### config.mk
export PLATFORM = sky130hd
export DESIGN_NAME = cmpc_top
export DESIGN_NICKNAME = d
export VERILOG_FILES = /design/src/hdl/cmpc_pkg.sv /design/src/hdl/cmpc_top.sv
export SDC_FILE = /design/constraint.sdc
export NUM_CORES = 1
export LEC_CHECK = 0
export ABC_AREA = 1
export CAP_MARGIN = 10
export CORE_ASPECT_RATIO = 0.75
export CORE_MARGIN = 8
export CORE_UTILIZATION = 50
export DETAILED_ROUTE_END_ITERATION = 12
export DONT_BUFFER_PORTS = 1
export HOLD_SLACK_MARGIN = 0.1
export PLACE_DENSITY = 0.61
export SYNTH_ARGS = -nofsm -noshare
export SYNTH_HDL_FRONTEND = slang
export SYNTH_SLANG_ARGS = --single-unit
### constraint.sdc
create_clock -name clk -period 3.9 [get_ports clk]
set_input_delay 0 -clock clk [delete_from_list [all_inputs] [get_ports clk]]
set_output_delay 0 -clock clk [all_outputs]
set_load 0.05 [all_outputs]
### src/hdl/cmpc_pkg.sv
package cmpc_pkg;

   // Register map (index on the plain register port)
   localparam int          ADDR_W         = 3;
   localparam logic [2:0]  OFS_CTRL0      = 3'h0;
   localparam logic [2:0]  OFS_CTRL1      = 3'h1;
   localparam logic [2:0]  OFS_FLAGS      = 3'h2;
   localparam logic [2:0]  OFS_ENABLES    = 3'h3;

   // Control register 0 fields
   localparam int          C0_ON          = 7;
   localparam int          C0_RESULT      = 6;
   localparam int          C0_PIN_OE      = 5;
   localparam int          C0_INVERT      = 4;
   localparam int          C0_REF_SEL     = 2;
   localparam int          C0_NEG_SEL     = 0;
   localparam logic [7:0]  C0_WR_MASK     = 8'hB5;
   localparam logic [7:0]  C0_RESET       = 8'h00;

   // Control register 1 fields
   localparam int          C1_ALT_CLK     = 4;
   localparam int          C1_HYST        = 3;
   localparam int          C1_GATE_SRC    = 1;
   localparam int          C1_SYNC        = 0;
   localparam logic [7:0]  C1_WR_MASK     = 8'h1B;
   localparam logic [7:0]  C1_RESET       = 8'h02;

   // Flag and enable register fields
   localparam int          FL_CHANGE      = 0;
   localparam int          EN_CHANGE      = 0;
   localparam int          EN_PERIPH      = 1;
   localparam int          EN_GLOBAL      = 2;
   localparam logic [7:0]  EN_WR_MASK     = 8'h07;
   localparam logic [7:0]  EN_RESET       = 8'h00;

   // Instruction cycle: four clocks, phase one first
   localparam int          PHASES_PER_CYCLE = 4;
   localparam logic [1:0]  PH_ONE         = 2'h0;
   localparam logic [1:0]  PH_LAST        = 2'h3;

   // Bias settling time software waits after enabling
   localparam int          SETTLE_NS      = 1000;
   localparam int          CLK_PERIOD_NS  = 10;
   localparam int          SETTLE_CYCLES  = (SETTLE_NS + CLK_PERIOD_NS - 1) / CLK_PERIOD_NS;

endpackage : cmpc_pkg

### src/hdl/cmpc_top.sv
`timescale 1ns/1ps
module cmpc_top
#(
   parameter int PHASES = cmpc_pkg::PHASES_PER_CYCLE
)
(
   input  wire logic                       clk,
   input  wire logic                       resetn,
   input  wire logic                       clk_en,
   input  wire logic [cmpc_pkg::ADDR_W-1:0] reg_addr,
   input  wire logic [7:0]                 reg_wdata,
   input  wire logic                       reg_wr,
   input  wire logic                       reg_rd,
   output logic      [7:0]                 reg_rdata,
   input  wire logic                       raw_compare,
   input  wire logic                       pin_direction,
   input  wire logic                       port_data_latch,
   input  wire logic                       timer_clk_post,
   input  wire logic                       timer_gate_pin,
   input  wire logic                       timer_on,
   input  wire logic                       timer_gate_enable,
   input  wire logic                       sleeping,
   output logic                            comparator_on,
   output logic                            reference_select,
   output logic                            negative_channel_select,
   output logic                            hysteresis_enable,
   output logic                            timer_alt_clock,
   output logic                            pin_out,
   output logic                            pin_oe,
   output logic                            timer_count_enable,
   output logic                            irq_request,
   output logic                            wake_request
);

   // Elaboration check: the phase counter is two bits wide
   if (PHASES != cmpc_pkg::PHASES_PER_CYCLE)
   begin : g_bad_phases
      $error("cmpc_top: PHASES must equal four");
   end

   typedef struct packed {
      logic [1:0] phase;
      logic [1:0] cmp_sync;
      logic [2:0] tclk_sync;
      logic [1:0] gate_sync;
      logic [7:0] ctrl0;
      logic [7:0] ctrl1;
      logic [7:0] enables;
      logic       compare_result_cycle;
      logic       mm_first;
      logic       mm_prev;
      logic       change_flag;
      logic       sync_latch;
      logic [7:0] rdata;
      logic       on;
      logic       ref_sel;
      logic       neg_sel;
      logic       hyst;
      logic       alt_clk;
      logic       pin_val;
      logic       pin_drv;
      logic       count_en;
      logic       irq;
      logic       wake;
   } cmpc_state_t;

   cmpc_state_t st_r;
   cmpc_state_t st_nxt;
   logic [1:0]  rst_sync_r;
   logic        rst_n;

   // Field of a register by bit position
   function automatic logic bit_of(input logic [7:0] v, input int pos);
      bit_of = v[pos];
   endfunction

   // Register data with only writable bits updated
   function automatic logic [7:0] masked_write(input logic [7:0] old,
                                               input logic [7:0] wd,
                                               input logic [7:0] msk);
      masked_write = (old & ~msk) | (wd & msk);
   endfunction

   // Reset release through two flops
   always_ff @(posedge clk or negedge resetn)
   begin
      if (!resetn)
      begin
         rst_sync_r <= 2'h0;
      end
      else
      begin
         rst_sync_r <= {rst_sync_r[0], 1'b1};
      end
   end

   assign rst_n = rst_sync_r[1];

   logic       cmp_in;
   logic       compare_result_live;
   logic       mismatch;
   logic       rd_ctrl0;
   logic       wr_ctrl0;
   logic       tclk_fall;
   logic       gate_level;
   logic       gate_sel;
   logic [7:0] ctrl0_view;

   always_comb
   begin
      st_nxt = st_r;

      // Synchronise pins and the timer clock
      st_nxt.cmp_sync  = {st_r.cmp_sync[0], raw_compare};
      st_nxt.tclk_sync = {st_r.tclk_sync[1:0], timer_clk_post};
      st_nxt.gate_sync = {st_r.gate_sync[0], timer_gate_pin};
      cmp_in           = st_r.cmp_sync[1];

      // Polarity; a disabled comparator reads low
      compare_result_live = bit_of(st_r.ctrl0, cmpc_pkg::C0_ON) &
                  (cmp_in ^ bit_of(st_r.ctrl0, cmpc_pkg::C0_INVERT));

      // Instruction cycle phases
      st_nxt.phase = (st_r.phase == cmpc_pkg::PH_LAST) ? cmpc_pkg::PH_ONE
                                                        : st_r.phase + 2'h1;

      // Second mismatch latch, also the registered internal result
      if (st_r.phase == cmpc_pkg::PH_ONE)
      begin
         st_nxt.compare_result_cycle = compare_result_live;
      end

      rd_ctrl0 = reg_rd && (reg_addr == cmpc_pkg::OFS_CTRL0);
      wr_ctrl0 = reg_wr && (reg_addr == cmpc_pkg::OFS_CTRL0);

      // A write begins with a read, so both reload the first latch;
      // a change landing in that same cycle is absorbed and not flagged
      if (rd_ctrl0 || wr_ctrl0)
      begin
         st_nxt.mm_first = st_r.compare_result_cycle;
      end

      mismatch = (st_r.mm_first ^ st_r.compare_result_cycle) & ~(rd_ctrl0 | wr_ctrl0);
      st_nxt.mm_prev = mismatch;

      // Control 0 as software sees it
      ctrl0_view = st_r.ctrl0;
      ctrl0_view[cmpc_pkg::C0_RESULT] = st_r.compare_result_cycle;

      // Register writes
      if (wr_ctrl0)
      begin
         st_nxt.ctrl0 = masked_write(st_r.ctrl0, reg_wdata, cmpc_pkg::C0_WR_MASK);
      end
      if (reg_wr && (reg_addr == cmpc_pkg::OFS_CTRL1))
      begin
         st_nxt.ctrl1 = masked_write(st_r.ctrl1, reg_wdata, cmpc_pkg::C1_WR_MASK);
      end
      if (reg_wr && (reg_addr == cmpc_pkg::OFS_ENABLES))
      begin
         st_nxt.enables = masked_write(st_r.enables, reg_wdata, cmpc_pkg::EN_WR_MASK);
      end
      if (reg_wr && (reg_addr == cmpc_pkg::OFS_FLAGS))
      begin
         st_nxt.change_flag = reg_wdata[cmpc_pkg::FL_CHANGE];
      end

      // Edge of mismatch sets the flag; set beats a clearing write
      if (mismatch && !st_r.mm_prev)
      begin
         st_nxt.change_flag = 1'b1;
      end

      // Read data, one cycle after the strobe; unmapped reads zero
      st_nxt.rdata = 8'h00;
      if (reg_rd)
      begin
         case (reg_addr)
            cmpc_pkg::OFS_CTRL0:   st_nxt.rdata = ctrl0_view;
            cmpc_pkg::OFS_CTRL1:   st_nxt.rdata = st_r.ctrl1;
            cmpc_pkg::OFS_FLAGS:   st_nxt.rdata[cmpc_pkg::FL_CHANGE] = st_r.change_flag;
            cmpc_pkg::OFS_ENABLES: st_nxt.rdata = st_r.enables;
            default:               st_nxt.rdata = 8'h00;
         endcase
      end

      // Timer-clock falling edge latch
      tclk_fall = st_r.tclk_sync[2] & ~st_r.tclk_sync[1];
      if (tclk_fall)
      begin
         st_nxt.sync_latch = compare_result_live;
      end

      gate_level = bit_of(st_r.ctrl1, cmpc_pkg::C1_SYNC) ? st_r.sync_latch
                                                          : compare_result_live;
      gate_sel   = bit_of(st_r.ctrl1, cmpc_pkg::C1_GATE_SRC) ? st_r.gate_sync[1]
                                                              : gate_level;
      st_nxt.count_en = timer_on & (~timer_gate_enable | gate_sel);

      // Analog steering
      st_nxt.on      = bit_of(st_nxt.ctrl0, cmpc_pkg::C0_ON);
      st_nxt.ref_sel = bit_of(st_nxt.ctrl0, cmpc_pkg::C0_REF_SEL);
      st_nxt.neg_sel = bit_of(st_nxt.ctrl0, cmpc_pkg::C0_NEG_SEL);
      st_nxt.hyst    = bit_of(st_nxt.ctrl1, cmpc_pkg::C1_HYST);
      st_nxt.alt_clk = bit_of(st_nxt.ctrl1, cmpc_pkg::C1_ALT_CLK);

      // Pin: comparator overrides port latch; the path has no cycle latch
      st_nxt.pin_val = bit_of(st_r.ctrl0, cmpc_pkg::C0_PIN_OE) ? gate_level
                                                              : port_data_latch;
      st_nxt.pin_drv = ~pin_direction;

      // Interrupt and wake
      st_nxt.irq  = st_nxt.change_flag &
                    bit_of(st_nxt.enables, cmpc_pkg::EN_CHANGE) &
                    bit_of(st_nxt.enables, cmpc_pkg::EN_PERIPH) &
                    bit_of(st_nxt.enables, cmpc_pkg::EN_GLOBAL);
      st_nxt.wake = st_nxt.change_flag & sleeping &
                    bit_of(st_nxt.enables, cmpc_pkg::EN_CHANGE) &
                    bit_of(st_nxt.enables, cmpc_pkg::EN_PERIPH);
   end

   always_ff @(posedge clk or negedge rst_n)
   begin
      if (!rst_n)
      begin
         st_r         <= '0;
         st_r.ctrl0   <= cmpc_pkg::C0_RESET;
         st_r.ctrl1   <= cmpc_pkg::C1_RESET;
         st_r.enables <= cmpc_pkg::EN_RESET;
      end
      else if (clk_en)
      begin
         st_r <= st_nxt;
      end
   end

   assign reg_rdata               = st_r.rdata;
   assign comparator_on           = st_r.on;
   assign reference_select        = st_r.ref_sel;
   assign negative_channel_select = st_r.neg_sel;
   assign hysteresis_enable       = st_r.hyst;
   assign timer_alt_clock         = st_r.alt_clk;
   assign pin_out                 = st_r.pin_val;
   assign pin_oe                  = st_r.pin_drv;
   assign timer_count_enable      = st_r.count_en;
   assign irq_request             = st_r.irq;
   assign wake_request            = st_r.wake;

endmodule // cmpc_top

# Yosys cells after proc, flatten, opt, wreduce, memory -nomap -nowiden
# Cells that the tools add are included.
# op_classes
bitwise_logic,21
muxes,12
n_addsub,1
eq_ne,4
reduce_logical,16
# op_table
operator,n
$pmux 7 s3,1
$mux 8,2
$reduce_and 2->1,6
$and 1x1->1,10
$or 7x8->8,1
$or 8x3->8,1
$or 8x5->8,1
$eq 3x2->1 const B,2
$logic_and 1x1->1,6
$mux 1,5
$mux 5,1
$not 1->1,4
$pmux 1 s4,1
$eq 3x1->1 const B,1
$logic_not 3->1,1
$mux 3,1
$add 2x1->2 const B,1
$eq 2x2->1 const B,1
$logic_not 2->1,1
$mux 2,1
$or 1x1->1,2
$xor 1x1->1,2
$logic_not 1->1,1
$logic_or 1x1->1,1
# word_totals
regBits,58
elab_cells,81
inputBits,24

# Longest topological paths before layout
# Gate-level depths: netlist (run 1).
# logic_depth
depth_word,10
depth_mapped,8
depth_no_buf,8

# Least setup slack after synthesis (run 1)
# OpenSTA, ideal clock, no wires.
# synth_timing
path_kind,register to register
from,register st_r (netlist bit ctrl0_view[7])
to,register st_r (netlist bit timer_count_enable)
arrival_ps,1119
synth_period_minus_slack_ps,1184
setup_ps,66
stages_incl_launch_ff,7
path_slack_ps,2716
required_time_ps,3834
cell_sequence,dfrtp_1 > nand3_1 > nand2_1 > o211ai_1 > nand2_1 > nand2_1 > nand2_1
# synth_via
elab_chain_len,5
# synth_lines
element,line,rtl
"start, declared",cmpc_top.sv:67,cmpc_state_t st_r;
"start signal, assigned",cmpc_top.sv:233,st_r <= st_nxt;
$and 1x1->1,cmpc_top.sv:120,"compare_result_live = bit_of(st_r.ctrl0, cmpc_pkg::C0_ON) &"
$mux 1,cmpc_top.sv:194,"gate_level = bit_of(st_r.ctrl1, cmpc_pkg::C1_SYNC) ? st_r.sync_latch"
$mux 1,cmpc_top.sv:196,"gate_sel = bit_of(st_r.ctrl1, cmpc_pkg::C1_GATE_SRC) ? st_r.gate_sync[1]"
$or 1x1->1,cmpc_top.sv:198,st_nxt.count_en = timer_on & (~timer_gate_enable | gate_sel);
$and 1x1->1,cmpc_top.sv:198,
# Every way passes these cells.
# A chain may end at the register's enable or synchronous reset.

# Worst setup path after layout (run 1)
# layout_timing
from,input port reg_addr[2] (netlist bit)
to,register st_r (netlist bit reg_rdata[0])
# layout_via
elab_chain_len,3
elab_cells_between_ends,6
# layout_lines
element,line,rtl
"start, declared",cmpc_top.sv:10,"input wire logic [cmpc_pkg::ADDR_W-1:0] reg_addr,"
"$eq 3x2->1, or another cell as far along",cmpc_top.sv:178,case (reg_addr)
$pmux 1 s4 *,cmpc_top.sv:178,
$mux 8 *,cmpc_top.sv:176,if (reg_rd)
# Every way passes the cells marked *; elsewhere a longest branch is shown, timed or not.

==> results.toml, run 1 <==
[run_status]
run_status = "finished clean"

[global_route]
grt_pass1_vias = 1651
grt_usage = 0.159
antenna_found_initial = 0
grt_max_degree = 37
grt_remaining_overflow = 0
grt_first_pass_wirelength_um = 7660

[sta]
fmax_mhz = 444
finalHoldViolCount = 0
rsz0062_at_grt = "false"
finalCriticalPeriod_ns = 2.25
drv_slew = 0
worstMarginPinSlew_ns = 1.17
min_period_over_period = 0.577
fin_setup_tns_ns = 0
maxSlewHeadroom = 0.216
setup_violations = 0
finClkSkew_ns = 0.00850
holdWs_ns = 0.129

[detailed_routing]
drt_iter0_drc = 85
wl_per_cell_um = 14.9
wl_met3_um = 397
dr_wl_met2_um = 2150
vias_per_cell = 5.19
top_layer_used = "met4"
route.vias.total = 1588
wirelength_um = 4560
drc = 0
drt-pass1-iter-count = 4
ant_nets = 0
m1WireLength_um = 1980

[power_and_ir_drop]
powerDensity_mw_per_mm2 = 512
max-vdd-ir-drop_v = 0.000272
p_leak_nw = 1.17

[clocking]
root_buffer = "clkbuf_8"
path_clk_slew_ns = 0.08
post-cts-setup-buffers = 0
clock-sinks = 41
clockBufferDepth = 2
cts_made_buffers = 5
insertion_delay_ns = 0.29
cts_htree_levels = 2
cts_tree = "done"
cts_resized = 0

[worst_setup_path]
setup.worst_path.start_class = "input pin"
cp_max_fo = 3
cpPeakStageDelay_ns = 0.61
arrival_ns = 2.49
worst-setup-path-type = "input pin to flip-flop"
cp_slowest_cell = "dlygate4sd3_1"
end_kind = "flip-flop"
crit_chain = "dlygate4sd3_1 -> nor2_2 -> dlygate4sd3_1 -> nand2_1 -> inv_1 -> nand2_1 -> nand4_1 -> nand3_1 -> dlygate4sd3_1 -> nand2_1"
worstPathRequired_ns = 4.14

[layout]
layout_commonest_cell = "nand2_1"
syn_to_final_growth_pct = 22.0
nNetsFinal = 279
antennaDiodeCount = 0
drive_gt1_frac = 0.0748
layout_common_cells = "nand2_1, dfrtp_1, dlygate4sd3_1"
fin_util = 0.640

[die]
num_io_pins = 42
die_w_um = 87.5
row_count = 19
dieArea_mm2 = 0.00610
fp.dieH_um = 69.7
initial_core_util = 0.524
core-area_mm2 = 0.00366

[synth]
syn_nets = 253
synth_area_mm2 = 0.00192
synth_cells = 227
synth.distinct_cells = 29
synth_area_leaders = "dfrtp_1, nand2_1, inv_1"
synthSimpleGateAreaFrac = 0.215
yosys.area.top_type = "dfrtp_1"
synthMuxAreaShare = 0.00782
synth_xor_area_frac = 0.00456
syn_area_per_cell_um2 = 8.46
synth_top_family_by_area = "simple AND/OR/NAND/NOR gates"
synth-seq-cells = 41
synth_compound_area_frac = 0.117
synthAdderAreaFrac = 0.0130
yosysTopAreaCellShare = 0.522
yosysSeqAreaShare = 0.535
ys_warn_count = 0

[place]
portBuffers = 0
gp_congestion = 0.854
dpl.hpwl_um = 3000

[hold_path]
hold_class = "input pin to flip-flop"

[job]
maxCapViolCount = 0
path summary, 6_finish.rpt:
path | cells past startpoint | from | to | slack (ns)
hold reg to reg | 1 | rst_sync_r[1] | st_r[20] | 0.31
min in group asynchronous | 1 | rst_sync_r[1] | st_r[20] | 0.31
hold / removal | 4 | reg_addr[1] | wake_request | 0.13
max in group asynchronous | 1 | rst_sync_r[1] | irq_request | 3.14
setup reg to reg | 7 | ctrl0_view[7] | timer_count_enable | 1.96
setup / recovery | 10 | reg_addr[2] | reg_rdata[0] | 1.65
where the power goes:
group          internal (W)  total [W]  leakage, nW  switching (W)
sequential         0.000499   0.000623        0.511       0.000124
clock              0.000209   0.000353       0.0585       0.000144
combinational     0.0000952   0.000223        0.597       0.000128
total              0.000803    0.00120         1.17       0.000396
through the flow:
| step | setup slack (ns) | instance area, um2 | instances | power, W |
|---|---|---|---|---|
| after floorplan | 2.68 | 1920 | 227 | 0.000773 |
| after global routing | 1.50 | 2340 | 306 | 0.00127 |
| after CTS | 1.70 | 2340 | 306 | 0.00121 |
| after detailed placement | 2.52 | 1910 | 266 | 0.000813 |
| final | 1.65 | 2340 | 306 | 0.00120 |
| after global placement | 2.55 | 1910 | 266 | 0.000801 |
metal layers:
layer / vias up / GRT usage
met5: - / 0
met4: 0 / 0.0475
met3: 4 / 0.0556
met2: 53 / 0.264
met1: 768 / 0.187
li1: 763 / -
cells in the mapped netlist:
master	number
nand2_1	63
dfrtp_1	40
inv_1	29
o21ai_0	19
nand3_1	12
nor2_1	12
a21oi_1	8
buf_4	8
nand4_1	4
buf_2	3
clkbuf_1	3
a31oi_1	2
ha_1	2
inv_2	2
nand2_2	2
nor2_2	2
o211ai_1	2
o21bai_1	2
o22ai_1	2
a21boi_0	1
a32o_1	1
conb_1	1
dfstp_2	1
mux2_4	1
nand2_4	1
nand3_2	1
o21ai_2	1
o31ai_1	1
xor2_1	1
registers in the layout (all words and copies together) (netlist names):
register,cells
timer_count_enable,1
st_r,15
irq_request,1
cmp_in,1
st_nxt,4
reg_rdata,8
wake_request,1
rst_sync_r,2
pin_out,1
pin_oe,1
ctrl0_view,6
layout make-up:
class	count	area, um2
Inverter	31	116
Timing Repair Buffer	33	328
Multi-Input combinational cell	141	689
Clock inverter	1	30.0
Fill cell	328	1320
Sequential cell	41	1030
Tap cell	52	65.1
Clock buffer	7	86.3
what timing repair did:
item                                    in CTS  in global routing
hold buffers                                32                  0
endpoints found under the hold margin       42                  0
endpoints found under the setup margin       0                  0
cells by family after synthesis:
kind of cell	Yosys count
adder cells (fa/ha/maj)	2
XOR/XNOR	1
AO/OA/AOI/OAI	39
multiplexers	1
AND/OR/NAND/NOR	97
flip-flops	41
other	1
buffers and inverters	45
critical path, delay by kind of cell:
kind                   cells  cell delay (ns)
AND/OR/NAND/NOR            6             0.53
buffers and inverters      4             1.96
No activity file was read; power rests on OpenSTA's default activity.
==> inputs of run 2 (changes only) <==
--- a/config.mk
+++ b/config.mk
@@ -5,7 +5,7 @@
 export SDC_FILE = /design/constraint.sdc
 export NUM_CORES = 1
 export LEC_CHECK = 0
-export ABC_AREA = 1
+export ABC_AREA = 0
 export CAP_MARGIN = 10
 export CORE_ASPECT_RATIO = 0.75
 export CORE_MARGIN = 8
==> constraint.sdc (replaced) <==
create_clock -name clk -period 2.1 [get_ports clk]
set_input_delay 0 -clock clk [delete_from_list [all_inputs] [get_ports clk]]
set_output_delay 0 -clock clk [all_outputs]
set_load 0.05 [all_outputs]
==> run 2 against run 1 <==
Compared with the run above:
- clock-buffer cell count fell by 1
- register-to-register slack got worse by 1.8 ns
- combinational power rose by 82%
- non-clock buffer count fell by 5
- first-iteration DRC count fell by 46%
==> results.toml, run 2 <==
[global_route]
met2_usage = 0.216
top_usage_layer = "met2"
antenna_found_initial = 0
grt_pass1_vias = 1364
grt_usage = 0.148
grt_max_degree = 40
grtUsageMet1 = 0.198
grt_remaining_overflow = 0
grt_first_pass_wirelength_um = 7030
met3_usage = 0.0580

[clocking]
path_clk_slew_ns = 0.07
cts_tree = "done"
cts_made_buffers = 5
clockBufferDepth = 2
root_buffer = "clkbuf_8"
cts_htree_levels = 2
clock-sinks = 41
insertion_delay_ns = 0.29

[worst_setup_path]
cpPeakStageDelay_ns = 0.58
path_delay_family = "flip-flops"
endpoint = "reg_rdata[0]"
timing.rr.start = "ctrl0_view[0]"
cp_slowest_cell = "dfrtp_1"
setup.worst_path.start_class = "flip-flop"
end_kind = "flip-flop"
cp_max_fo = 3
r2r_end = "reg_rdata[0]"
crit_cells = 4
reg2reg_depth = 4
crit_buf_inv = 1
critPathLaunch = "ctrl0_view[0]"
worstPathRequired_ns = 2.22
worst-setup-path-type = "flip-flop to flip-flop"
arrival_ns = 2.11
crit_chain = "mux4_2 -> nand3_1 -> dlygate4sd3_1 -> o21ai_1"
rrSetupSlack_ns = 0.11

[synth]
yosysSeqAreaShare = 0.538
synth_most_common_cell = "dfrtp_1"
synth_common_cells = "dfrtp_1, mux2_1, mux2_2"
synth.distinct_cells = 44
yosys.area.top_type = "dfrtp_1"
ys_warn_count = 0
synth_ff_type = "dfrtp_1"
syn_area_per_cell_um2 = 12.3
synthArstFlopShare = 1.00
syn_nets = 181
synth-seq-cells = 41
yosysTopAreaCellShare = 0.525
synth_cells = 155
synth_area_mm2 = 0.00191
synth_area_leaders = "dfrtp_1, mux2_1, mux2_2"
synth-edff-count = 0

[sta]
worstMarginPinSlew_ns = 1.14
fmax_mhz = 503
finalCriticalPeriod_ns = 1.99
finClkSkew_ns = 0.00836
setup_violations = 0
holdWs_ns = 0.104
maxSlewHeadroom = 0.240
rsz0062_at_grt = "false"
min_period_over_period = 0.948
fin_setup_tns_ns = 0
finalHoldViolCount = 0
drv_slew = 0

[detailed_routing]
drt_iter0_drc = 46
vias_per_cell = 5.58
wl_per_cell_um = 18.4
drt-pass1-iter-count = 4
drc = 0
ant_nets = 0
route.vias.total = 1267
wirelength_um = 4180

[layout]
nNetsFinal = 200
layout_common_cells = "dfrtp_1, dlygate4sd3_1, mux2_1"
drive_gt1_frac = 0.137
largest_reg_flops = 15
design_area_mm2 = 0.00222
antennaDiodeCount = 0
regMostFlops = "st_r"
syn_to_final_growth_pct = 16.6
layout_commonest_cell = "dfrtp_1"

[place]
post_dp_cell_area_mm2 = 0.00188
dpl.hpwl_um = 2770
gp_congestion = 0.734
portBuffers = 0

[power_and_ir_drop]
switching_share = 0.340
powerDensity_mw_per_mm2 = 942
power.net_switching_w = 0.000712
max-vdd-ir-drop_v = 0.000519
clock_power_share = 0.232
total_power_w = 0.00210
p_leak_nw = 0.978
p_int_w = 0.00138
combinationalPowerShare = 0.194
pwr-share-seq = 0.574

[job]
maxCapViolCount = 0

[die]
num_io_pins = 42
core-area_mm2 = 0.00366
die_w_um = 87.3
row_count = 19
initial_core_util = 0.521
fp.dieH_um = 69.5
dieArea_mm2 = 0.00607

[hold_path]
hold_class = "input pin to flip-flop"

[run_status]
run_status = "finished clean"
==> run 2: cell count changes after synthesis, moves of 3 or more <==
| cell | delta |
|---|---|
| nand2_1 | -56 |
| inv_1 | -20 |
| o21ai_0 | -15 |
| mux2_1 | +12 |
| mux2_2 | +10 |
| nand3_1 | -9 |
| a21oi_1 | -6 |
| nor2_1 | -6 |
| mux2i_1 | +5 |
| nor2b_1 | +4 |
| a22o_1 | +3 |
| nand4_1 | -3 |
==> run 2: kinds of logic after synthesis <==
logic type,after synthesis,share of synthesized area
AOI/OAI and AO/OA,23,0.0872
and+or+nand+nor,33,0.108
other,1,0.00197
buffers and inverters,25,0.0748
DFF,41,0.538
xor gates and xnor gates,2,0.00918
adders and majority gates,2,0.0131
muxes,28,0.168
==> run 2: worst min-delay path by stage <==
stage | slack [ns] | to | from | depth (start not counted)
floorplan | -0.30 | rst_sync_r[0] | resetn | 0
global placement | -0.30 | rst_sync_r[1] | resetn | 0
detailed placement | -0.30 | rst_sync_r[1] | resetn | 0
CTS | 0.10 | wake_request | clk_en | 2
global route | 0.12 | reg_rdata[1] | reg_rd | 3
finish | 0.10 | reg_rdata[1] | reg_rd | 3
==> run 2: final cells by class <==
| class | instances | area, um2 |
|---|---|---|
| well taps | 52 | 65.1 |
| clock buffers | 6 | 72.6 |
| inverters | 9 | 33.8 |
| fillers | 327 | 1440 |
| multi-input cells | 89 | 738 |
| flip-flops and latches | 41 | 1030 |
| clock inverters | 2 | 10.0 |
| repair buffers | 28 | 278 |
==> run 2: layer usage <==
layer / up-vias / part of all wire
met4: 0 / 0.0043
met1: 650 / 0.46
met3: 2 / 0.089
li1: 577 / -
met5: - / 0
met2: 38 / 0.45
==> run 2: worst register-to-register path: cells and delay by family, from the launching register on <==
family / cells / cell delay [ns]
flip-flops: 1 / 0.58
buffers and inverters: 1 / 0.57
multiplexers: 1 / 0.53
AND/OR/NAND/NOR: 1 / 0.10
AO/OA/AOI/OAI: 1 / 0.06
==> run 2: timing repair <==
| action | in CTS | in global routing |
|---|---|---|
| endpoints found under the hold margin | 41 | 0 |
| endpoints found under the setup margin | 0 | 7 |
| resized for setup | 0 | 1 |
| setup buffers | 0 | 0 |
| hold buffers | 26 | 0 |
==> run 2: per-stage QoR <==
step,utilization,worst slack [ns],std cells
after floorplan,-,0.792,155
after global placement,0.513,0.725,193
after detailed placement,0.513,0.723,193
after CTS,0.607,0.0419,227
after global routing,0.608,0.0270,227
final,0.608,0.110,227
==> run 2: power by group through the flow <==
stage | logic, W | clock network (W) | registers (W)
floorplan | 0.000305 | 0 | 0.00118
global placement | 0.000323 | 0 | 0.00121
detailed placement | 0.000343 | 0 | 0.00122
CTS | 0.000407 | 0.000500 | 0.00120
global route | 0.000452 | 0.000539 | 0.00123
finish | 0.000406 | 0.000486 | 0.00120
